==> src/pwif_consts.vh <==
// constants for the port wake and interrupt flag block
// assumes a 16-bit register address: port number in [15:12], offset in [11:0]
`ifndef PWIF_CONSTS_VH
`define PWIF_CONSTS_VH

`define PWIF_NPORTS 6
`define PWIF_PHY_PORTS 6'h1f
`define PWIF_ADDR_W 16
`define PWIF_PORT_HI 15
`define PWIF_PORT_LO 12
`define PWIF_OFS_HI 11
`define PWIF_OFS_LO 0
`define PWIF_FIRST_PORT 4'h1
`define PWIF_GLOBAL_PAGE 4'h0

`define PWIF_OFS_WAKE_FLAGS 12'h013
`define PWIF_OFS_WAKE_EN 12'h017
`define PWIF_OFS_INT_STAT 12'h01b
`define PWIF_OFS_INT_MASK 12'h01f

`define PWIF_OFS_MAC0 12'h302
`define PWIF_OFS_MAC5 12'h307
`define PWIF_OFS_GIRQ_STAT 12'h0f0
`define PWIF_OFS_GIRQ_EN 12'h0f4

`define PWIF_WAKE_FRAME_BIT 2
`define PWIF_WAKE_LINK_BIT 1
`define PWIF_WAKE_ENERGY_BIT 0
`define PWIF_WAKE_W 3
`define PWIF_WAKE_PHY_ONLY 3'h3
`define PWIF_WAKE_ALL 3'h7
`define PWIF_WAKE_MAC_ONLY 3'h4

`define PWIF_INT_PHY_BIT 1
`define PWIF_INT_FILTER_BIT 0
`define PWIF_INT_W 2
`define PWIF_INT_ALL 2'h3
`define PWIF_INT_MAC_ONLY 2'h1

`define PWIF_RESET_WAKE 3'h0
`define PWIF_RESET_MASK 2'h0
`define PWIF_RESET_MAC 48'h000000000000
`define PWIF_RESET_BYTE 8'h00

`endif

==> src/pwif_top.v <==
// per-port wake event and interrupt flags for ports 1 to 6 of the switch
// assumes one 25 MHz clock, a synchronous active-low reset, phy levels
// arriving asynchronously and frame and filter-rule pulses on clk
//
// Contract
// wake-frame flag needs destination equal switch address
// link-up flag set on link up
// energy flag set on cable energy
// flags read-only, write clears, upper bits zero
// enable bit 2 gates wake-frame onto output
// enable bit 1 gates link-up onto output
// enable bit 0 gates energy onto output
// phy status reads pending phy interrupt
// filter-rule counter interrupt sets status bit 0
// toggling filter-rule mask bit clears its status
// mask bits active low, reset to zero
// power event is OR of enabled flags
// port request ORs unmasked status bits
//
// The plain strobed port was decided locally.
`default_nettype none
`include "pwif_consts.vh"

module pwif_top #(
   parameter NPORTS = `PWIF_NPORTS,
   parameter [NPORTS-1:0] PHY_PORTS = `PWIF_PHY_PORTS
) (
   input wire clk,
   input wire rst_b,
   input wire [`PWIF_ADDR_W-1:0] reg_addr,
   input wire [7:0] reg_wdata,
   input wire reg_wr,
   input wire reg_rd,
   output reg [7:0] reg_rdata,
   input wire wake_frame_valid,
   input wire [2:0] wake_frame_port,
   input wire [47:0] wake_frame_dest,
   input wire [NPORTS-1:0] link_up_pin,
   input wire [NPORTS-1:0] energy_pin,
   input wire [NPORTS-1:0] phy_irq_pin,
   input wire [NPORTS-1:0] filter_rule_irq,
   output reg power_event_output,
   output reg [NPORTS-1:0] port_irq_req,
   output reg irq
);
   // true when the address page selects port number n
   function page_is;
      input [`PWIF_ADDR_W-1:0] addr;
      input [3:0] n;
      begin
         page_is = (addr[`PWIF_PORT_HI:`PWIF_PORT_LO] == n);
      end
   endfunction

   // true when the offset field equals ofs
   function ofs_is;
      input [`PWIF_ADDR_W-1:0] addr;
      input [11:0] ofs;
      begin
         ofs_is = (addr[`PWIF_OFS_HI:`PWIF_OFS_LO] == ofs);
      end
   endfunction

   // true for a write strobe aimed at one page and offset
   function wr_hit;
      input wr;
      input [`PWIF_ADDR_W-1:0] addr;
      input [3:0] n;
      input [11:0] ofs;
      begin
         wr_hit = wr && page_is(addr, n) && ofs_is(addr, ofs);
      end
   endfunction

   wire [NPORTS-1:0] link_level;
   wire [NPORTS-1:0] link_rise;
   wire [NPORTS-1:0] energy_level;
   wire [NPORTS-1:0] energy_rise;
   wire [NPORTS-1:0] phy_irq_level;
   wire [NPORTS-1:0] frame_hit;

   reg [47:0] mac_addr;
   reg [NPORTS*3-1:0] wake_flags;
   reg [NPORTS*3-1:0] wake_en;
   reg [NPORTS-1:0] filter_stat;
   reg [NPORTS*2-1:0] int_mask;
   reg [NPORTS-1:0] girq_stat;
   reg [NPORTS-1:0] girq_en;

   wire [NPORTS-1:0] pme_term;
   wire [NPORTS-1:0] next_req;
   wire [NPORTS*2-1:0] int_stat;
   wire [NPORTS*8-1:0] port_word;
   wire sel_global;

   assign sel_global = page_is(reg_addr, `PWIF_GLOBAL_PAGE);

   pwif_sync #(
      .W(NPORTS)
   ) u_link_sync (
      .clk(clk),
      .rst_b(rst_b),
      .din(link_up_pin),
      .level(link_level),
      .rise(link_rise)
   );

   pwif_sync #(
      .W(NPORTS)
   ) u_energy_sync (
      .clk(clk),
      .rst_b(rst_b),
      .din(energy_pin),
      .level(energy_level),
      .rise(energy_rise)
   );

   pwif_sync #(
      .W(NPORTS)
   ) u_phy_irq_sync (
      .clk(clk),
      .rst_b(rst_b),
      .din(phy_irq_pin),
      .level(phy_irq_level),
      .rise()
   );

   pwif_dest_match #(
      .NPORTS(NPORTS)
   ) u_dest_match (
      .clk(clk),
      .rst_b(rst_b),
      .frame_valid(wake_frame_valid),
      .frame_port(wake_frame_port),
      .frame_dest(wake_frame_dest),
      .mac_addr(mac_addr),
      .hit(frame_hit)
   );

   // switch address bytes, byte 0 is the most significant
   genvar b;
   generate
      for (b = 0; b < 6; b = b + 1) begin : g_mac
         localparam [31:0] MAC_OFS = `PWIF_OFS_MAC0 + b;
         wire mac_wr;

         assign mac_wr = wr_hit(reg_wr, reg_addr, `PWIF_GLOBAL_PAGE, MAC_OFS[11:0]);

         always @(posedge clk) begin
            if (!rst_b) begin
               mac_addr[47-8*b -: 8] <= `PWIF_RESET_BYTE;
            end else if (mac_wr) begin
               mac_addr[47-8*b -: 8] <= reg_wdata;
            end
         end
      end
   endgenerate

   genvar i;
   generate
      for (i = 0; i < NPORTS; i = i + 1) begin : g_port
         wire sel;
         wire wr_flags;
         wire wr_en;
         wire wr_mask;
         wire filter_toggle;
         wire [2:0] wake_set;
         wire [2:0] wake_clr;
         wire [2:0] en_valid;
         wire [1:0] mask_valid;
         reg [7:0] rd_word;
         localparam [31:0] PAGE = i + 1;

         assign sel = page_is(reg_addr, PAGE[3:0]);
         assign wr_flags = wr_hit(reg_wr, reg_addr, PAGE[3:0], `PWIF_OFS_WAKE_FLAGS);
         assign wr_en = wr_hit(reg_wr, reg_addr, PAGE[3:0], `PWIF_OFS_WAKE_EN);
         assign wr_mask = wr_hit(reg_wr, reg_addr, PAGE[3:0], `PWIF_OFS_INT_MASK);

         // link and energy only exist behind an integrated phy
         assign en_valid = PHY_PORTS[i] ? `PWIF_WAKE_ALL : `PWIF_WAKE_MAC_ONLY;
         assign mask_valid = PHY_PORTS[i] ? `PWIF_INT_ALL : `PWIF_INT_MAC_ONLY;

         // a pin already high at reset gives one event soon after release
         assign wake_set[`PWIF_WAKE_FRAME_BIT] = frame_hit[i];
         assign wake_set[`PWIF_WAKE_LINK_BIT] = link_rise[i] & PHY_PORTS[i];
         assign wake_set[`PWIF_WAKE_ENERGY_BIT] = energy_rise[i] & PHY_PORTS[i];
         assign wake_clr = wr_flags ? reg_wdata[2:0] : `PWIF_RESET_WAKE;

         // new event beats a clear in the same cycle
         always @(posedge clk) begin
            if (!rst_b) begin
               wake_flags[3*i +: 3] <= `PWIF_RESET_WAKE;
            end else begin
               wake_flags[3*i +: 3] <= wake_set | (wake_flags[3*i +: 3] & ~wake_clr);
            end
         end

         always @(posedge clk) begin
            if (!rst_b) begin
               wake_en[3*i +: 3] <= `PWIF_RESET_WAKE;
            end else if (wr_en) begin
               wake_en[3*i +: 3] <= reg_wdata[2:0] & en_valid;
            end
         end

         // each flag reaches the output only through its enable
         assign pme_term[i] = |(wake_flags[3*i +: 3] & wake_en[3*i +: 3]);

         // any write that flips mask bit 0 counts as the clearing toggle
         assign filter_toggle = wr_mask && (reg_wdata[`PWIF_INT_FILTER_BIT]
                                != int_mask[2*i + `PWIF_INT_FILTER_BIT]);

         always @(posedge clk) begin
            if (!rst_b) begin
               filter_stat[i] <= 1'b0;
            end else begin
               filter_stat[i] <= filter_rule_irq[i] | (filter_stat[i] & ~filter_toggle);
            end
         end

         // mask bit 1 cannot be set on the mac port, whose phy source is absent
         always @(posedge clk) begin
            if (!rst_b) begin
               int_mask[2*i +: 2] <= `PWIF_RESET_MASK;
            end else if (wr_mask) begin
               int_mask[2*i +: 2] <= reg_wdata[1:0] & mask_valid;
            end
         end

         // phy status follows the pending level, never set on the mac port
         assign int_stat[2*i + `PWIF_INT_PHY_BIT] = phy_irq_level[i] & PHY_PORTS[i];
         assign int_stat[2*i + `PWIF_INT_FILTER_BIT] = filter_stat[i];

         // mask bit low lets the source through
         assign next_req[i] = |(int_stat[2*i +: 2] & ~int_mask[2*i +: 2]);

         // reserved upper bits stay zero, and so does the word of an unselected port
         always @* begin
            rd_word = 8'h00;
            if (sel) begin
               if (ofs_is(reg_addr, `PWIF_OFS_WAKE_FLAGS)) begin
                  rd_word[2:0] = wake_flags[3*i +: 3];
               end else if (ofs_is(reg_addr, `PWIF_OFS_WAKE_EN)) begin
                  rd_word[2:0] = wake_en[3*i +: 3];
               end else if (ofs_is(reg_addr, `PWIF_OFS_INT_STAT)) begin
                  rd_word[1:0] = int_stat[2*i +: 2];
               end else if (ofs_is(reg_addr, `PWIF_OFS_INT_MASK)) begin
                  rd_word[1:0] = int_mask[2*i +: 2];
               end
            end
         end

         assign port_word[8*i +: 8] = rd_word;
      end
   endgenerate

   // global sticky summary, one bit per port, write one to clear
   wire girq_wr_stat;
   wire girq_wr_en;

   assign girq_wr_stat = wr_hit(reg_wr, reg_addr, `PWIF_GLOBAL_PAGE, `PWIF_OFS_GIRQ_STAT);
   assign girq_wr_en = wr_hit(reg_wr, reg_addr, `PWIF_GLOBAL_PAGE, `PWIF_OFS_GIRQ_EN);

   // a still-pending request keeps the bit set through a clear in the same cycle
   always @(posedge clk) begin
      if (!rst_b) begin
         girq_stat <= {NPORTS{1'b0}};
      end else if (girq_wr_stat) begin
         girq_stat <= port_irq_req | (girq_stat & ~reg_wdata[NPORTS-1:0]);
      end else begin
         girq_stat <= port_irq_req | girq_stat;
      end
   end

   always @(posedge clk) begin
      if (!rst_b) begin
         girq_en <= {NPORTS{1'b0}};
      end else if (girq_wr_en) begin
         girq_en <= reg_wdata[NPORTS-1:0];
      end
   end

   // registered so the pin holds clean levels between flag updates
   always @(posedge clk) begin
      if (!rst_b) begin
         power_event_output <= 1'b0;
      end else begin
         power_event_output <= |pme_term;
      end
   end

   always @(posedge clk) begin
      if (!rst_b) begin
         port_irq_req <= {NPORTS{1'b0}};
      end else begin
         port_irq_req <= next_req;
      end
   end

   // a new request reaches irq one cycle after it lands in the global status
   always @(posedge clk) begin
      if (!rst_b) begin
         irq <= 1'b0;
      end else begin
         irq <= |(girq_stat & girq_en);
      end
   end

   // read mux; unmapped addresses read zero
   reg [7:0] next_rdata;
   integer p;

   always @* begin
      next_rdata = 8'h00;
      if (sel_global) begin
         if (ofs_is(reg_addr, `PWIF_OFS_GIRQ_STAT)) begin
            next_rdata[NPORTS-1:0] = girq_stat;
         end else if (ofs_is(reg_addr, `PWIF_OFS_GIRQ_EN)) begin
            next_rdata[NPORTS-1:0] = girq_en;
         end
         for (p = 0; p < 6; p = p + 1) begin
            if (ofs_is(reg_addr, `PWIF_OFS_MAC0 + p[11:0])) begin
               next_rdata = mac_addr[47-8*p -: 8];
            end
         end
      end
      // at most one port word is non-zero for any address
      for (p = 0; p < NPORTS; p = p + 1) begin
         next_rdata = next_rdata | port_word[8*p +: 8];
      end
   end

   // data stand only in the cycle after the read strobe
   always @(posedge clk) begin
      if (!rst_b) begin
         reg_rdata <= 8'h00;
      end else if (reg_rd) begin
         reg_rdata <= next_rdata;
      end else begin
         reg_rdata <= 8'h00;
      end
   end
endmodule

`default_nettype wire

==> src/pwif_sync.v <==
// three-stage synchroniser with an agreement filter and a rising-edge pulse
// assumes inputs come from outside the clk domain; one flop set per bit
`default_nettype none

module pwif_sync #(
   parameter W = 6
) (
   input wire clk,
   input wire rst_b,
   input wire [W-1:0] din,
   output reg [W-1:0] level,
   output reg [W-1:0] rise
);
   reg [W-1:0] stage1;
   reg [W-1:0] stage2;
   reg [W-1:0] stage3;
   wire [W-1:0] agree;
   wire [W-1:0] next_level;

   // the first stage feeds only the second
   assign agree = ~(stage2 ^ stage3);
   assign next_level = (agree & stage3) | (~agree & level);

   always @(posedge clk) begin
      if (!rst_b) begin
         stage1 <= {W{1'b0}};
         stage2 <= {W{1'b0}};
         stage3 <= {W{1'b0}};
         level <= {W{1'b0}};
         rise <= {W{1'b0}};
      end else begin
         stage1 <= din;
         stage2 <= stage1;
         stage3 <= stage2;
         level <= next_level;
         rise <= next_level & ~level;
      end
   end
endmodule

`default_nettype wire

==> src/pwif_dest_match.v <==
// compares a received wake frame's destination with the switch address
// assumes frame_valid is a one-cycle pulse from same-clock frame parsing
`default_nettype none

module pwif_dest_match #(
   parameter NPORTS = 6
) (
   input wire clk,
   input wire rst_b,
   input wire frame_valid,
   input wire [2:0] frame_port,
   input wire [47:0] frame_dest,
   input wire [47:0] mac_addr,
   output reg [NPORTS-1:0] hit
);
   integer k;
   reg [NPORTS-1:0] next_hit;

   always @* begin
      next_hit = {NPORTS{1'b0}};
      for (k = 0; k < NPORTS; k = k + 1) begin
         // ports count from one; any other port code is dropped
         if (frame_valid && (frame_dest == mac_addr) && (frame_port == (k[2:0] + 3'h1))) begin
            next_hit[k] = 1'b1;
         end
      end
   end

   always @(posedge clk) begin
      if (!rst_b) begin
         hit <= {NPORTS{1'b0}};
      end else begin
         hit <= next_hit;
      end
   end
endmodule

`default_nettype wire

==> config.mk <==
export PLATFORM = sky130hd
export DESIGN_NAME = pwif_top
export DESIGN_NICKNAME = d
export VERILOG_FILES = /design/src/pwif_top.v /design/src/pwif_sync.v /design/src/pwif_dest_match.v
export VERILOG_INCLUDE_DIRS = /design/src
export SDC_FILE = /design/constraint.sdc
export NUM_CORES = 1
export LEC_CHECK = 0
export BUFFER_PORTS_ARGS = -buffer_cell sky130_fd_sc_hd__buf_4
export CAP_MARGIN = 40
export CORE_MARGIN = 2
export CORE_UTILIZATION = 33
export DETAILED_ROUTE_END_ITERATION = 8
export PLACE_DENSITY_LB_ADDON = 0.1
export SYNTH_ARGS = -nofsm -noshare
export SYNTH_HDL_FRONTEND = slang
export SYNTH_HIERARCHICAL = 1
export SYNTH_SLANG_ARGS = --single-unit
==> constraint.sdc <==
create_clock -name clk -period 2.05 [get_ports clk]
set_input_delay 0.3075 -clock clk [delete_from_list [all_inputs] [get_ports clk]]
set_output_delay 0.3075 -clock clk [all_outputs]
set_load 0.01 [all_outputs]
==> impl_metrics.csv <==
group,metric,value,unit
outcome,status,"finished, final reports clean",
clocking,cts-hold-fix-buffers,21,
clocking,cts-buffers-inserted,23,
grt,grt_pass1_wl,42900,um
timing,grt_setup_unrepaired,"no",
setup_path,r2r_cells,5,
grt,first_global_vias,7336,
clocking,cts_tree,"done",
layout,fin_util,43.7,%
die,initial_core_util,33.5,%
setup_path,critPathMaxFanout,6,
place,dp_hpwl,21100,um
layout,final_cells,1536,
die,die_h,169,um
die,rows,60,
place,portBuffers,116,
layout,nNetsFinal,1282,
power_and_ir_drop,ir_drop,0.737,mV
power_and_ir_drop,comb_power_share,7.5,%
clocking,clockBufferDepth,3,
timing,slew-limit-headroom,61.6,%
die,die_width,169,um
clocking,h-tree-depth,1,
power_and_ir_drop,clockPowerShare,46.1,%
clocking,clockRootBuffer,"clkbuf_16",
detailed_routing,ant_nets,0,
hold_path,whs_endpoint,"mac_addr[6]",
setup_path,start_kind,"flip-flop",
setup_path,end_kind,"flip-flop",
setup_path,slowest_delay,0.46,ns
clocking,clock-sinks,203,
timing,worst_slew_pin_slew,0.572,ns
setup_path,r2r_end,"u_dest_match/hit[2]",
power_and_ir_drop,powerDensity,743,nW/um^2
place,place_inst,1473,
timing,fin_skew,0.00899,ns
detailed_routing,drc,0,
power_and_ir_drop,netSwitchingPower,2070,uW
grt,overflow,0,
synthesis,synth_nets,1081,
hold_path,hp-start,"reg_wdata[6]",
detailed_routing,drt-initial-drc-count,413,
clocking,post_cts_buffers,0,
die,core,26800,sq um
timing,fin_crit,1.77,ns
setup_path,path_common_cell,"nor4_1",
power_and_ir_drop,sw_frac_of_total,23.8,%
grt,grt_max_degree,79,
setup_path,r2r-start,"mac_addr[33]",
clocking,clk_latency,0.53,ns
setup_path,critical_path.slowest_cell,"nor4_1",
grt,grt_usage,19.5,%
setup_path,path_cells,"xor2_1 -> nor4_1 -> nand4_1 -> buf_4 -> nor4_1",
detailed_routing,drt_first_pass_iters,5,
power_and_ir_drop,p_leak,0.00469,uW
synthesis,ys.warnings.count,6,
detailed_routing,vias_per_cell,5.02,
layout,diodes,0,
hold_path,min_path_type,"in2reg",
die,io_pins,120,
synthesis,synth.avg_cell_area,9.18,sq um
setup_path,crit_required,2.46,ns
timing,finalCritPeriodShare,86.3,%
setup_path,worstSetupPathType,"reg2reg",
grt,antenna_found_initial,0,
place,place.gp.congestion,0.910,
synthesis,synth_area,8970,sq um
detailed_routing,vias,7711,
layout,drive_above_1_share,24.2,%
setup_path,critPathBufInv,1,
clocking,post_cts_resized,0,
power_and_ir_drop,pwr-share-seq,46.4,%
hold_path,hold_depth,3,
power_and_ir_drop,p_int,6630,uW
setup_path,critical-path-top-delay-family,"simple AND/OR/NAND/NOR gates",
job,cap_violations,0,
setup_path,cp_num_cells,5,
detailed_routing,wl_per_cell,18.2,um
setup_path,rrSetupSlack,0.28,ns
timing,fmax,0.565,GHz
setup_path,arrival,2.18,ns
clocking,clk_pin_slew,0.06,ns
detailed_routing,routed_wl,28000,um
timing,hold_viol_final,0,
timing,setup_viol,0,
timing,maxSlewViolCount,0,
layout,area.growth.synth_to_final,30.5,%
synthesis,postSynthCellCount,977,
die,die_area,28500,sq um
-- worst register-to-register path, stage by stage (launching register included) --
cell	delay, ns
dfxtp_1	0.37
xor2_1	0.18
nor4_1	0.46
nand4_1	0.16
buf_4	0.21
nor4_1	0.28
-- metal layers --
metal,part of all wire [%],routed length [um],GRT usage [%],vias up
li1,-,-,-,3848
met1,45,12700,25.6,3613
met2,47,13300,33.0,202
met3,4.0,1110,2.57,48
met4,3.4,952,6.63,0
met5,0,0,0,-
-- power by group through the flow --
stage,Combinational [uW],Clock [uW],Sequential (uW)
floorplan,288,0,4120
finish,655,4010,4040
global placement,627,0,4120
detailed placement,627,0,4120
CTS,660,4090,4040
global route,711,4270,4040
-- cell usage in the layout, fill, tap and decap left out, types with 10 or more instances in the layout --
master and n:
o22ai_1 13, buf_4 197, a22oi_1 11, nor2b_1 10, nand3_1 20, inv_1 41
clkbuf_16 23, xor2_1 47, mux2i_1 60, nand4_1 14, o21a_1 18, a21oi_1 63
o21ai_0 64, dfxtp_1 203, nor4_1 13, nand2_1 76, dlygate4sd3_1 21, and2_1 37
nor2_1 92
-- state kept, by name, summed over array words and instances (netlist names), 6 cells and up --
| signal | cells |
|---|---|
| port_irq_req | 6 |
| reg_rdata | 8 |
| girq_stat | 6 |
| filter_stat | 6 |
| int_mask | 11 |
| girq_en | 6 |
| mac_addr | 48 |
| wake_en | 16 |
| u_dest_match/hit | 6 |
| wake_flags | 18 |
-- final cells by class --
cell class,instances,area (sq um)
repair buffers,223,1790
flip-flops and latches,203,4060
inverters,43,161
fillers,2686,15100
well taps,341,427
multi-input cells,684,4520
clock buffers,34,677
clock inverters,8,63.8
-- through the flow --
step / hold slack, ns / setup WS [ns] / power [uW] / TNS, ns / area, sq um
6_report: 0.0720 / 0.281 / 8700 / 0 / 11700
5_1_grt: 0.0794 / 0.194 / 9020 / 0 / 11700
4_1_cts: 0.0599 / 0.273 / 8790 / 0 / 11700
3_5_place_dp: 0.414 / -0.180 / 4750 / -5.01 / 10800
3_3_place_gp: 0.410 / -0.168 / 4750 / -3.88 / 10800
2_1_floorplan: 0.400 / 0.159 / 4400 / 0 / 8970
-- worst max-delay path by stage --
stage                 start                  end  slack (ns)
6_report       mac_addr[33]  u_dest_match/hit[2]        0.28
5_1_grt        mac_addr[10]  u_dest_match/hit[4]        0.19
4_1_cts        mac_addr[10]  u_dest_match/hit[2]        0.27
3_5_place_dp    reg_addr[9]        wake_flags[7]       -0.18
3_3_place_gp    reg_addr[9]        wake_flags[7]       -0.17
2_1_floorplan   reg_addr[9]       filter_stat[5]        0.16
Note: power is estimated with default switching activity, not from simulation.
